--- src/core/gtc_pkg.sv ---
// package for the gated 16-bit timer counter
package gtc_pkg;
    // register indices on the plain register port
    localparam logic [2:0] ADDR_CTRL = 3'h0;
    localparam logic [2:0] ADDR_GATE = 3'h1;
    localparam logic [2:0] ADDR_CNT_LO = 3'h2;
    localparam logic [2:0] ADDR_CNT_HI = 3'h3;
    localparam logic [2:0] ADDR_STAT = 3'h4;
    // timer_control_reg fields
    localparam int CTRL_ON = 0;
    localparam int CTRL_SYNC_DIS = 2;
    localparam int CTRL_OSC_EN = 3;
    localparam int CTRL_PS_LO = 4;
    localparam int CTRL_EXT_SEL = 6;
    // gate_control_reg fields
    localparam int GATE_SS_LO = 0;
    localparam int GATE_POL = 6;
    localparam int GATE_EN = 7;
    // status fields
    localparam int STAT_OVF = 0;
    localparam int STAT_OSC_RUN = 1;
    localparam logic [7:0] CTRL_RST = 8'h00;
    localparam logic [7:0] GATE_RST = 8'h00;
    localparam logic [15:0] CNT_RST = 16'h0000;
    localparam logic [2:0] PS_RST = 3'h0;
    localparam logic [15:0] CNT_ALL_ONES = 16'hFFFF;
    localparam logic [1:0] GSS_PIN = 2'h0;
    localparam logic [1:0] GSS_T8OVF = 2'h1;
    localparam logic [1:0] GSS_RSV2 = 2'h2;
    localparam logic [1:0] GSS_RSV3 = 2'h3;

    typedef struct packed {
        logic [2:0] addr;
        logic [7:0] wdata;
        logic wr;
        logic rd;
    } gtc_bus_s;

    typedef struct packed {
        logic [7:0] ctrl;
        logic [7:0] gate;
        logic [15:0] cnt;
        logic [2:0] ps;
        logic ovf;
        logic [7:0] rdata;
        logic osc_en;
        logic [2:0] clk_sync;
        logic [1:0] gate_sync;
        logic [1:0] t8_sync;
        logic t8_prev;
        logic t8_evt;
    } gtc_state_s;
endpackage

--- src/core/gtc_timer.sv ---
// gated 16-bit timer counter with prescaler, gate and register port
// Notes on behaviour
// [RL1] the counter clock is divided by 1, 2, 4 or 8 per prescale_select.
// [RL2] the prescaler is hidden from software; a count byte write clears it.
// [RL3] the crystal oscillator runs only while enabled, and on in sleep.
// [RL4] software enables the oscillator and waits before counting from it.
// [RL5] with sync_disable set, pin edges reach the counter unsynchronised; the code synchronises them in both modes.
// [RL6] async external counting runs in sleep; overflow can wake the core.
// [RL7] switching sync mode may lose or add one increment.
// [RL8] a count byte read while counting externally returns a stable value.
// [RL9] software must allow for overflow between reading the two count bytes.
// [RL10] software should stop the counter before writing the count.
// [RL11] gate_enable turns gating on; gate_polarity sets the active level.
// [RL12] with gating on, clock edges count while gate equals polarity.
// [RL13] with gating on and gate unequal to polarity the count holds.
// [RL14] gate_source_select 00 is the gate pin, 01 the 8-bit timer overflow.
// [RL15] the count wraps from all ones to zero and sets the overflow flag.
// [RL16] gate sources 10 and 11 are reserved and read as inactive; the code reads them as level 0, which is active when gate_polarity is 0.
`timescale 1ns/1ps
`default_nettype none
module gtc_timer (
    input wire logic clk_i,
    input wire logic rstn_i,
    input wire gtc_pkg::gtc_bus_s bus_i,
    input wire logic counter_clock_i,
    input wire logic gate_input_level_i,
    input wire logic eight_bit_timer_ovf_i,
    input wire logic sleep_i,
    output logic [7:0] rdata_o,
    output logic irq_o,
    output logic crystal_osc_enable_o
);
    import gtc_pkg::*;

    gtc_state_s s_r;
    gtc_state_s s_nxt;
    logic tick;
    logic gate_lvl;
    logic gate_ok;
    logic ps_done;
    logic [2:0] ps_inc;

    // terminal value of the prescaler for a given select code
    function automatic logic [2:0] ps_limit(input logic [1:0] sel);
        ps_limit = 3'((4'h1 << sel) - 4'h1);
    endfunction

    always_comb
    begin
        s_nxt = s_r;
        // two-flop sync of asynchronous inputs; stage 2 feeds edge logic
        s_nxt.clk_sync = {s_r.clk_sync[1:0], counter_clock_i};
        s_nxt.gate_sync = {s_r.gate_sync[0], gate_input_level_i};
        s_nxt.t8_sync = {s_r.t8_sync[0], eight_bit_timer_ovf_i};
        s_nxt.t8_prev = s_r.t8_sync[1];
        // overflow of the 8-bit timer as a gate event
        s_nxt.t8_evt = s_r.t8_sync[1] & ~s_r.t8_prev; // RL14
        // clock source: external pin edge or system clock; the same
        // synchronised edge serves both sync modes, so mode changes
        // move at most one increment
        if (s_r.ctrl[CTRL_EXT_SEL])
        begin
            tick = s_r.clk_sync[1] & ~s_r.clk_sync[2]; // RL5 RL7
        end
        else
        begin
            tick = ~sleep_i;
        end
        // sleep stops all counting except asynchronous external
        if (sleep_i && !(s_r.ctrl[CTRL_SYNC_DIS] && s_r.ctrl[CTRL_EXT_SEL]))
        begin
            tick = 1'b0; // RL6
        end
        if (s_r.gate[GATE_SS_LO +: 2] == GSS_PIN)
        begin
            gate_lvl = s_r.gate_sync[1]; // RL14
        end
        else if (s_r.gate[GATE_SS_LO +: 2] == GSS_T8OVF)
        begin
            gate_lvl = s_r.t8_evt; // RL14
        end
        else
        begin
            gate_lvl = 1'b0; // RL16
        end
        gate_ok = !s_r.gate[GATE_EN]
            || (gate_lvl == s_r.gate[GATE_POL]); // RL11 RL12 RL13
        ps_done = (s_r.ps == ps_limit(s_r.ctrl[CTRL_PS_LO +: 2])); // RL1
        ps_inc = 3'(s_r.ps + 3'h1);
        if (s_r.ctrl[CTRL_ON] && tick && gate_ok)
        begin
            if (ps_done)
            begin
                s_nxt.ps = PS_RST; // RL1
                s_nxt.cnt = 16'(s_r.cnt + 16'h0001); // RL15
                if (s_r.cnt == CNT_ALL_ONES)
                begin
                    s_nxt.ovf = 1'b1; // RL15
                end
            end
            else
            begin
                s_nxt.ps = ps_inc; // RL1
            end
        end
        // oscillator stays on in sleep while its enable is set
        s_nxt.osc_en = s_r.ctrl[CTRL_OSC_EN]; // RL3
        // read data valid the cycle after the strobe only
        s_nxt.rdata = 8'h00;
        if (bus_i.rd)
        begin
            if (bus_i.addr == ADDR_CTRL)
            begin
                s_nxt.rdata = s_r.ctrl;
            end
            else if (bus_i.addr == ADDR_GATE)
            begin
                s_nxt.rdata = s_r.gate;
            end
            else if (bus_i.addr == ADDR_CNT_LO)
            begin
                s_nxt.rdata = s_r.cnt[7:0]; // RL8
            end
            else if (bus_i.addr == ADDR_CNT_HI)
            begin
                s_nxt.rdata = s_r.cnt[15:8]; // RL8
            end
            else if (bus_i.addr == ADDR_STAT)
            begin
                s_nxt.rdata[STAT_OVF] = s_r.ovf;
                s_nxt.rdata[STAT_OSC_RUN] = s_r.osc_en;
            end
        end
        if (bus_i.wr)
        begin
            if (bus_i.addr == ADDR_CTRL)
            begin
                s_nxt.ctrl = bus_i.wdata;
                s_nxt.ps = PS_RST; // RL1
            end
            else if (bus_i.addr == ADDR_GATE)
            begin
                s_nxt.gate = bus_i.wdata;
            end
            else if (bus_i.addr == ADDR_CNT_LO)
            begin
                s_nxt.cnt[7:0] = bus_i.wdata;
                s_nxt.ps = PS_RST; // RL2
            end
            else if (bus_i.addr == ADDR_CNT_HI)
            begin
                s_nxt.cnt[15:8] = bus_i.wdata;
                s_nxt.ps = PS_RST; // RL2
            end
            else if (bus_i.addr == ADDR_STAT)
            begin
                // write one clears; a wrap in the same cycle wins only while the flag is still clear
                if (bus_i.wdata[STAT_OVF] && !(s_nxt.ovf && !s_r.ovf))
                begin
                    s_nxt.ovf = 1'b0;
                end
            end
        end
    end

    always_ff @(posedge clk_i or negedge rstn_i)
    begin
        if (!rstn_i)
        begin
            s_r <= '0;
        end
        else
        begin
            s_r <= s_nxt;
        end
    end

    assign rdata_o = s_r.rdata;
    assign irq_o = s_r.ovf;
    assign crystal_osc_enable_o = s_r.osc_en;
endmodule
`default_nettype wire

--- config.mk ---
export PLATFORM = sky130hd
export DESIGN_NAME = gtc_timer
export DESIGN_NICKNAME = d
export VERILOG_FILES = /design/src/core/gtc_pkg.sv /design/src/core/gtc_timer.sv
export SDC_FILE = /design/constraint.sdc
export NUM_CORES = 1
export LEC_CHECK = 0
export ABC_AREA = 1
export BUFFER_PORTS_ARGS = -buffer_cell sky130_fd_sc_hd__buf_2
export CAP_MARGIN = 20
export CORE_UTILIZATION = 61
export CTS_BUF_LIST = sky130_fd_sc_hd__clkbuf_8
export DETAILED_ROUTE_END_ITERATION = 8
export PLACE_DENSITY = 0.92
export SLEW_MARGIN = 20
export SYNTH_ARGS = -nofsm -noshare
export SYNTH_HDL_FRONTEND = slang
export SYNTH_SLANG_ARGS = --single-unit
--- constraint.sdc ---
create_clock -name clk_i -period 1.85 [get_ports clk_i]
set_clock_uncertainty 0.15 [all_clocks]
set_input_delay 0.2775 -clock clk_i [delete_from_list [all_inputs] [get_ports clk_i]]
set_output_delay 0.2775 -clock clk_i [all_outputs]
set_load 0.01 [all_outputs]
# After elaboration in Yosys (flattened, before gate mapping)
# Index checks and enable logic that the tools add are counted.
[totals]
regBits = 54
latch_bits = 0
ram_bits = 0
mem_bits_ro = 0
out_inout_bits = 10
wordCells = 75
n_memories = 0
[classes]
add_sub_neg = 3
multipliers = 0
div = 0
order_cmp = 0
n_eq_ne = 8
n_shift = 1
muxes = 30
bitwise_logic = 6
reduce_logical = 15
[ops]
columns = ["operator", "n"]
rows = [
  ["$mux 20", 3],
  ["$mux 8", 7],
  ["$mux 16", 2],
  ["$add 16x1->16 const B", 1],
  ["$eq 16x16->1 const B", 1],
  ["$mux 3", 4],
  ["$mux 1", 11],
  ["$eq 3x2->1 const B", 2],
  ["$logic_and 1x1->1", 6],
  ["$mux 6", 1],
  ["$logic_not 1->1", 4],
  ["$mux 2", 2],
  ["$not 1->1", 4],
  ["$add 3x1->3 const B", 1],
  ["$eq 3x1->1 const B", 1],
  ["$eq 3x3->1", 1],
  ["$eq 3x3->1 const B", 1],
  ["$logic_not 3->1", 1],
  ["$reduce_and 3->1", 1],
  ["$shl 1x2->3 const A", 1],
  ["$sub 3x1->3 const B", 1],
  ["$and 1x1->1", 2],
  ["$eq 2x1->1 const B", 1],
  ["$logic_not 2->1", 1],
  ["3 further kinds", 3],
]

# Logic depth before layout (Yosys ltp)
# Gate-level depths: netlist of run 1.
[logic_depth]
ltp_word = 17
ltp_mapped = 13
mapped_depth_nobuf = 12

# Worst setup path after synthesis of run 1
# OpenSTA, ideal clock, no wires.
[synth_path]
path_kind = "flip-flop to flip-flop"
from = "register s_r[51] (netlist bit)"
to = "register s_r[28] (netlist bit)"
setup_time_ps = 117
arrival_time_ps = 1417
t_required_ps = 1583
path_slack_ps = 165
path_stages_with_launch = 11
path_buffers = 1
synth_period_minus_slack_ps = 1685
path_cell_list = "dfrtp_1 nor2_2 xor2_2 nor2_4 buf_6 nand2_1 nand2_1 nand2_1 nand3_1 o21ai_1 inv_1"
[synth_lines]
columns = ["item", "line_no", "source"]
rows = [
  ["from (decl)", "gtc_timer.sv:35", "gtc_state_s s_r;"],
  ["from (signal assigned)", "gtc_timer.sv:174", "s_r <= s_nxt;"],
]

==> results of run 1 <==
metrics by stage:
step | setup TNS [ns] | utilization
6_report | 0 | 0.742
5_1_grt | -0.0945 | 0.742
4_1_cts | 0 | 0.732
3_5_place_dp | 0 | 0.698
3_3_place_gp | 0 | 0.698
2_1_floorplan | 0 | -
registers in the layout, summed over array words and instances (netlist names):
| name | cells |
|---|---|
| s_r | 38 |
| irq_o | 1 |
| s_nxt | 6 |
| rdata_o | 8 |
| crystal_osc_enable_o | 1 |
layout by cell type (no fill, tap or decap), drive strengths merged, types with 11 or more instances in the layout:
| cell type | netlist | final |
|---|---|---|
| nand2 | 139 | 139 |
| nand3 | 31 | 31 |
| nor2 | 39 | 39 |
| buf | 14 | 46 |
| o21ai | 41 | 41 |
| a21oi | 11 | 11 |
| dfrtp | 54 | 54 |
| inv | 58 | 59 |
metal layers:
layer | up-vias | routed length, microns | GRT usage
li1 | 1433 | - | -
met1 | 1421 | 3080 | 0.413
met2 | 237 | 3980 | 0.545
met3 | 44 | 959 | 0.0677
met4 | 0 | 338 | 0.155
met5 | - | 0 | 0
cells in the mapped netlist:
| cell | n |
|---|---|
| a211oi_1 | 3 |
| a211oi_2 | 1 |
| a21oi_1 | 11 |
| a221oi_1 | 4 |
| buf_2 | 3 |
| buf_4 | 9 |
| buf_6 | 2 |
| clkbuf_1 | 3 |
| dfrtp_1 | 54 |
| ha_1 | 2 |
| inv_1 | 52 |
| inv_2 | 6 |
| nand2_1 | 138 |
| nand2_2 | 1 |
| nand3_1 | 29 |
| nand3_2 | 2 |
| nand4_1 | 6 |
| nor2_1 | 34 |
| nor2_2 | 4 |
| nor2_4 | 1 |
| nor3_1 | 6 |
| nor3b_1 | 1 |
| o211ai_1 | 1 |
| o21ai_0 | 21 |
| o21ai_1 | 19 |
| o21ai_2 | 1 |
| o221ai_1 | 1 |
| o22ai_1 | 3 |
| xnor2_1 | 2 |
| xor2_1 | 5 |
| xor2_2 | 1 |
critical path: stages (launching register included):
cell,delay (ns)
dfrtp_2,0.47
inv_2,0.07
o21ai_2,0.15
nand3_2,0.11
nor2_4,0.15
buf_6,0.16
nand2_1,0.07
nand2_1,0.09
nand2_1,0.06
nand3_1,0.10
o21ai_1,0.08
inv_1,0.07
where the power goes:
| group | total (W) | switching [W] | internal [W] | leakage, nW |
|---|---|---|---|---|
| logic | 0.00204 | 0.00124 | 0.000800 | 1.10 |
| registers | 0.00186 | 0.000384 | 0.00148 | 0.669 |
| clock network | 0.000816 | 0.000405 | 0.000411 | 0.0587 |
repair_timing:
| item | CTS | global route |
|---|---|---|
| endpoints found under the setup margin | 2 | 15 |
| endpoints found under the hold margin | 21 | 0 |
| hold buffers | 4 | 0 |
| gates resized for setup | 2 | 20 |
| pin swaps | 0 | 3 |
| gates cloned | 0 | 0 |
cells by family after synthesis:
family	share of synthesized area
AO/OA/AOI/OAI	0.120
XOR/XNOR	0.0251
adder cells (fa/ha/maj)	0.00811
buffers and inverters	0.108
flip-flops	0.438
AND/OR/NAND/NOR	0.301
layout make-up:
cell class / instances / area [sq um]
clock buffer: 5 / 68.8
clock inverter: 3 / 47.5
fill: 335 / 1230
inverter: 58 / 220
multi-input combinational: 297 / 1440
sequential: 54 / 1360
tap: 67 / 83.8
timing repair buffer: 50 / 335
path summary, 6_finish.rpt:
| kind | startpoint | endpoint | cells past startpoint |
|---|---|---|---|
| worst min-delay path | bus_i[7] | s_r[27]$_DFF_PN0_ | 3 |
| min in group asynchronous | rstn_i | s_r[35]$_DFF_PN0_ | 2 |
| max in group asynchronous | rstn_i | s_r[22]$_DFF_PN0_ | 3 |
| worst min register to register | s_nxt[7]$_DFF_PN0_ | s_nxt[8]$_DFF_PN0_ | 0 |
| worst max-delay path | s_r[51]$_DFFE_PN0P_ | s_r[26]$_DFF_PN0_ | 11 |
| worst max register to register | s_r[51]$_DFFE_PN0P_ | s_r[26]$_DFF_PN0_ | 11 |
==> run summary, run 1 <==
Worst min path class - in -> reg
Finished Layout Cells - 534
Share of cells above drive strength 1 - 0.173
Dpl cells - 522
Synth area leaders - dfrtp_1 44%, nand2_1 17%, inv_1 6.3%, nand3_1 4.7%, nor2_1 4.1%
GRT Util Overall - 0.330
Max Fclk - 556 MHz
LEAKAGE - 1.83 nW
Worst hold slack - 0.0400 ns
Vias/cell - 5.87
DR pass1 iterations - 6
CP Data Required Time - 1.95 ns
Tmin final - 1.80 ns
First-pass GRT wire length - 13300 microns
Worst-Margin Slew - 0.554 ns
Routed Antenna Nets - 0
Dpl hpwl - 5990 microns
Worst R2R Setup Slack - 0.05 ns
Post-Route WL - 8360 microns
Largest net degree at the start of global routing - 37
Die area - 0.00535 sq mm
Cells after synthesis - 426
RSZ-0062 raised after global routing - yes
Worst setup SP type - register
Die Wd - 73.1 microns
Starting Density - 0.645
Antenna cells - 0
Via count - 3135
PortBufs - 28
Setup WS post-layout - 0.0511 ns
Worst-Skew Late Latency - 0.31 ns
Die span in y - 73.1 microns
Outcome - complete, no violations
Post-synth top area cell - dfrtp_1
CTS tree - built
Top-area cell type share of the netlist area - 0.438
Remaining Overflow, GRT - 0
Final Power - 0.00471 W
YS warnings - 0
Post-route DRC - 0
Clock slew at reported path FFs - 0.10 ns
Io pins - 29
H-Tree Depth - 2
CP max FO - 9
Worst vdd ir - 1020 uV
Final Slew Violations - 0
RD Place Congestion - 0.974
Vias in the first global route - 2888
CP arrival - 1.90 ns
Max_cap viols - 0
Max_slew headroom - 0.630
Syn Area/Cell - 7.24 sq um
DR iter-0 viols - 404
Clk sink count - 54
Final setup violation count - 0
Power Density - 1330 mW/mm^2
CP Class - reg -> reg
Core ar. - 0.00479 sq mm
Synth Net Count - 447
DR WL/cell - 15.7 microns
Post-route cell area - 0.00355 sq mm
Period utilisation layout - 0.972
Root Driver - clkbuf_8
Post-CTS setup buffer count - 0
Inserted Clock Buffers - 5
Nets - 487
Cell variety after synth - 31
Area of the mapped netlist - 0.00309 sq mm
CTS max path bufs - 2
Type of destination of the critical path - register
DP Area - 0.00334 sq mm
Number of antenna violations at the first check in global routing - 1
Layout area overhead - 15.2%
Register area share after synthesis - 0.438
Pre-CTS setup slack - 0.00614 ns
Final hold vios - 0
Row cnt - 25
Synth Register Bits - 54
Note: power is estimated with default switching activity, not from simulation.
==> run 2: changes to the inputs <==
CORE_UTILIZATION = 59   (was 61)
CTS_BUF_LIST = sky130_fd_sc_hd__clkbuf_16   (was sky130_fd_sc_hd__clkbuf_8)
PLACE_DENSITY = 0.89   (was 0.92)
==> run summary, run 2 (synthesized netlist as in run 1, its figures left out) <==
R2r endpoint - s_r[31]$_DFF_PN0_
Top reg by flops - s_r
Core ar. - 0.00488 sq mm (+2.0%)
CP max stage delay - 0.43 ns (-0.04 ns)
Commonest non-fill, non-tap cells in the layout - 137 x nand2_1, 52 x inv_1, 51 x dfrtp_1
Final Slew Violations - 0 (unchanged)
Reg area - 0.00136 sq mm (unchanged)
Die Wd - 74.3 microns (+1.6%)
Die area - 0.00552 sq mm (+3.3%)
Vias/cell - 5.93 (+1.0%)
Hold path depth - 3 (unchanged)
Power Density - 1380 mW/mm^2 (+3.7%)
CP Data Required Time - 1.90 ns (-0.05 ns)
Outcome - complete, no violations
DR iter-0 viols - 353 (-13%)
Hold_sp - bus_i[6]
GRT Util Overall - 0.338 (+0.00809)
CP cell instances - nand2_1, nor2_2, nand2_2, o21ai_0, nand2_1, nand2_1, nand2_1, nand2_1, nand3_1, nand2_1, inv_1
Root Driver - clkbuf_16
Worst R2R Setup Slack - 0.07 ns (+0.02 ns)
CP max FO - 5 (-4)
Largest net degree at the start of global routing - 40 (+8.1%)
R2r worst-path depth - 11 (unchanged)
Vias in the first global route - 2981 (+3.2%)
Setup WS post-layout - 0.0675 ns (+0.0164 ns)
Share of cells above drive strength 1 - 0.179 (+0.00566)
Routed Antenna Nets - 0 (unchanged)
Max Fclk - 561 MHz (+0.92%)
Multi-input logic area - 0.00142 sq mm (-1.6%)
Period utilisation layout - 0.964 (-0.00887)
RD Place Congestion - 0.958 (-1.6%)
DR WL/cell - 16.1 microns (+3.1%)
Max_cap viols - 0 (unchanged)
CTS tree - built
Crit path top cell by count - nand2_1
Die span in y - 74.3 microns (+1.6%)
RSZ-0062 raised after global routing - yes
Post-route DRC - 0 (unchanged)
Tmin final - 1.78 ns (-0.0164 ns)
PortBufs - 28 (unchanged)
Clk sink count - 54 (unchanged)
Fin Setup TNS - 0 ns (unchanged)
First-pass GRT wire length - 13700 microns (+3.0%)
Inserted Clock Buffers - 5 (unchanged)
CP Class - reg -> reg
CTS max path bufs - 2 (unchanged)
WP buf/inv - 1 (-2)
CP top delay family - simple AND/OR/NAND/NOR gates
WHS Endpoint - s_r[26]$_DFF_PN0_
Post-Route WL - 8660 microns (+3.5%)
Row cnt - 25 (unchanged)
Fill count - 357 (+6.6%)
H-Tree Depth - 2 (unchanged)
Number of antenna violations at the first check in global routing - 1 (unchanged)
Final setup violation count - 0 (unchanged)
Via count - 3179 (+1.4%)
Worst-Skew Late Latency - 0.30 ns (about the same)
Clock slew at reported path FFs - 0.07 ns (-0.03 ns)
Nets - 489 (+0.41%)
LEAKAGE - 1.86 nW (+1.6%)
Antenna cells - 0 (unchanged)
Layout area overhead - 16.9%
DR pass1 iterations - 5 (-1)
Max reg flops - 38 (unchanged)
CP arrival - 1.83 ns (-0.07 ns)
Type of destination of the critical path - register
Worst vdd ir - 940 uV (-7.5%)
Pre-CTS setup slack - 0.0450 ns (+0.0389 ns)
Worst min path class - in -> reg
Dpl hpwl - 5950 microns (-0.73%)
Slowest CP cell - dfrtp_1
Worst setup SP type - register
Max_slew headroom - 0.628 (-0.00201)
Worst R2R Start - s_r[25]$_DFF_PN0_
Remaining Overflow, GRT - 0 (unchanged)
Starting Density - 0.632 (-0.0124)
Final hold vios - 0 (unchanged)
Io pins - 29 (unchanged)
Worst-Margin Slew - 0.557 ns (+0.00301 ns)
Commonest non-fill, non-tap cell in the layout - nand2_1
## run 2: repair_timing
item | 4_1_cts | 5_1_grt
hold buffers | 4 | 0
gates resized for setup | 0 | 15
endpoints found under the hold margin | 18 | 0
buffers inserted | 0 | 3
setup endpoints to repair | 0 | 20
## run 2: worst min-delay path, delay by kind of cell
kind            cells  cell delay [ns]
compound gates      1             0.06
buf+inv             2             0.12
## run 2: layout make-up
| type | count | share of cell area |
|---|---|---|
| Clock inverter | 3 | 0.0132 |
| Clock buffer | 5 | 0.0347 |
| Tap cell | 67 | 0.0232 |
| Multi-Input combinational cell | 297 | 0.394 |
| Timing Repair Buffer | 52 | 0.0985 |
| Sequential cell | 54 | 0.376 |
| Inverter | 58 | 0.0610 |
## run 2: how the worst max path moves through the flow
| stage | startpoint | end | cells past startpoint |
|---|---|---|---|
| after floorplan | s_r[51]$_DFFE_PN0P_ | s_r[28]$_DFF_PN0_ | 10 |
| after global placement | bus_i[12] | s_r[34]$_DFF_PN0_ | 11 |
| after detailed placement | s_r[22]$_DFF_PN0_ | s_r[30]$_DFF_PN0_ | 11 |
| after CTS | s_r[22]$_DFF_PN0_ | s_r[30]$_DFF_PN0_ | 11 |
| after global routing | s_r[25]$_DFF_PN0_ | s_r[31]$_DFF_PN0_ | 11 |
| final | s_r[25]$_DFF_PN0_ | s_r[31]$_DFF_PN0_ | 11 |
## run 2: per-layer routing
metal,vias to the layer above,routed length [microns],GRT usage
met3,48,887,0.0867
li1,1438,-,-
met5,-,16,0
met1,1475,3220,0.415
met4,2,420,0.205
met2,216,4110,0.536
## run 2: where the power goes
| part | switching, W | leakage [nW] | internal, W |
|---|---|---|---|
| Combinational | 0.00125 | 1.10 | 0.000795 |
| Sequential | 0.000350 | 0.669 | 0.00148 |
| Clock | 0.000447 | 0.0844 | 0.000646 |
| Total | 0.00204 | 1.86 | 0.00292 |
## run 2: stage by stage
| stage | instance area, sq um | hold slack, ns | power (W) | utilization | instances |
|---|---|---|---|---|---|
| final | 3610 | 0.0435 | 0.00496 | 0.739 | 536 |
| after global routing | 3610 | 0.0503 | 0.00527 | 0.739 | 536 |
| after global placement | 3350 | 0.0760 | 0.00362 | 0.686 | 521 |
| after floorplan | 3090 | -0.168 | 0.00312 | - | 426 |
| after CTS | 3560 | 0.0466 | 0.00484 | 0.729 | 533 |
| after detailed placement | 3350 | 0.0782 | 0.00371 | 0.686 | 521 |
==> run 3: changes to the inputs <==
REMOVE_ABC_BUFFERS = 1   (was not set)
==> run summary, run 3 (synthesized netlist as in run 1, its figures left out) <==
Commonest non-fill, non-tap cells in the layout - 136 x nand2_1, 50 x inv_1, 50 x dfrtp_1
Worst-Margin Slew - 0.477 ns (-0.0794 ns)
Via count - 3109 (-2.2%)
CTS max path bufs - 2 (unchanged)
Finished Layout Cells - 538 (+0.37%)
Max_cap viols - 0 (unchanged)
DR WL/cell - 15.2 microns (-6.1%)
Final Slew Violations - 0 (unchanged)
Number of antenna violations at the first check in global routing - 0 (-1)
RD Place Congestion - 0.960 (+0.21%)
CTS tree - built
Inserted Clock Buffers - 5 (unchanged)
Worst vdd ir - 860 uV (-8.5%)
Power Density - 1360 mW/mm^2 (-0.94%)
Tmin final - 1.85 ns (+0.0680 ns)
Remaining Overflow, GRT - 0 (unchanged)
Share of cells above drive strength 1 - 0.191 (+0.0120)
LEAKAGE - 1.88 nW (+1.1%)
CP max FO - 4 (-1)
Layout area overhead - 18.2%
DR pass1 iterations - 5 (unchanged)
Worst-Skew Late Latency - 0.29 ns (about the same)
RSZ-0062 raised after global routing - yes
Largest net degree at the start of global routing - 55 (+38%)
Worst setup SP type - register
Period utilisation layout - 1.00 (+0.0368)
Row cnt - 25 (unchanged)
Dpl cells - 521 (unchanged)
Final setup violation count - 1 (+1)
Core ar. - 0.00488 sq mm (unchanged)
Clock slew at reported path FFs - 0.06 ns (about the same)
Pre-CTS setup slack - 0.0466 ns (+0.00157 ns)
Max_slew headroom - 0.681 (+0.0530)
CP arrival - 1.86 ns (+0.03 ns)
Final Power - 0.00497 W (+0.12%)
GRT Util Overall - 0.310 (-0.0279)
H-Tree Depth - 2 (unchanged)
Routed Antenna Nets - 0 (unchanged)
Failing checks - negative setup slack
Worst min path class - in -> reg
Fill count - 355 (-0.56%)
Starting Density - 0.632 (unchanged)
CP Class - reg -> reg
Max Fclk - 540 MHz (-3.7%)
Fin Setup TNS - -0.000540 ns (-0.000540 ns)
Final hold vios - 0 (unchanged)
CP Data Required Time - 1.86 ns (-0.04 ns)
Antenna cells - 0 (unchanged)
Commonest non-fill, non-tap cell in the layout - nand2_1
Dpl hpwl - 5330 microns (-10%)
Top reg by flops - s_r
Die area - 0.00552 sq mm (unchanged)
Max reg flops - 38 (unchanged)
Nets - 491 (+0.41%)
PortBufs - 28 (unchanged)
Util after Layout - 0.747 (+0.00795)
Die span in y - 74.3 microns (unchanged)
Type of destination of the critical path - register
Post-Route WL - 8160 microns (-5.8%)
Die Wd - 74.3 microns (unchanged)
Post-route DRC - 0 (unchanged)
First-pass GRT wire length - 12600 microns (-7.6%)
Vias/cell - 5.78 (-2.6%)
Setup WS post-layout - -0.000540 ns (-0.0680 ns)
Clk sink count - 54 (unchanged)
Root Driver - clkbuf_16
Vias in the first global route - 2824 (-5.3%)
Io pins - 29 (unchanged)
Outcome - finished, violations left
DR iter-0 viols - 315 (-11%)
[run 3: final timing paths]
path | from | end | slack (ns) | depth (start not counted)
worst max-delay path | s_r[20]$_DFF_PN0_ | s_r[21]$_DFF_PN0_ | -0.0005 | 6
worst min-delay path | bus_i[7] | s_r[27]$_DFF_PN0_ | 0.06 | 3
worst max register to register | s_r[20]$_DFF_PN0_ | s_r[21]$_DFF_PN0_ | -0.0005 | 6
worst min register to register | s_nxt[7]$_DFF_PN0_ | s_nxt[8]$_DFF_PN0_ | 0.21 | 0
max in group asynchronous | rstn_i | s_r[24]$_DFF_PN0_ | 0.93 | 3
min in group asynchronous | rstn_i | s_r[36]$_DFF_PN0_ | 0.35 | 3
[run 3: stage by stage]
stage / hold slack, ns / area (sq um)
3_5_place_dp: 0.137 / 3350
3_3_place_gp: 0.144 / 3350
6_report: 0.0578 / 3650
2_1_floorplan: -0.168 / 2970
4_1_cts: 0.0584 / 3530
5_1_grt: 0.0688 / 3650
[run 3: what timing repair did]
| item | CTS | global route |
|---|---|---|
| setup buffers | 0 | 3 |
| cloned | 0 | 2 |
| setup endpoints to repair | 2 | 11 |
| hold endpoints to repair | 57 | 0 |
| resized for setup | 1 | 17 |
| pin swaps | 0 | 5 |
| hold buffers | 4 | 0 |
[run 3: area by class of cell]
cell class	instances	area, sq um	share of cell area
clock buffer	5	125	0.0343
inverter	58	220	0.0604
sequential	54	1360	0.372
timing repair buffer	54	405	0.111
clock inverter	3	18.8	0.00515
tap	67	83.8	0.0230
multi-input combinational	297	1440	0.394
[run 3: layer usage]
layer  track usage  up-vias  routed length, microns
li1              -     1435                       -
met1         0.394     1437                    3110
met2         0.505      190                    3980
met3        0.0664       47                     711
met4         0.153        0                     350
met5             0        -                       0
[run 3: worst max-delay path: stages (launching register included)]
cell and delay (ns):
dfrtp_1 0.44, xnor2_2 0.20, nand3_2 0.13, nor2_4 0.27, nand3_2 0.16, o21ai_1 0.25, nor3b_1 0.11
[run 3: report_power, final]
| group | switching, W | leakage (nW) | internal (W) |
|---|---|---|---|
| clock | 0.000414 | 0.0740 | 0.000502 |
| sequential | 0.000352 | 0.668 | 0.00148 |
| combinational | 0.00129 | 1.13 | 0.000926 |
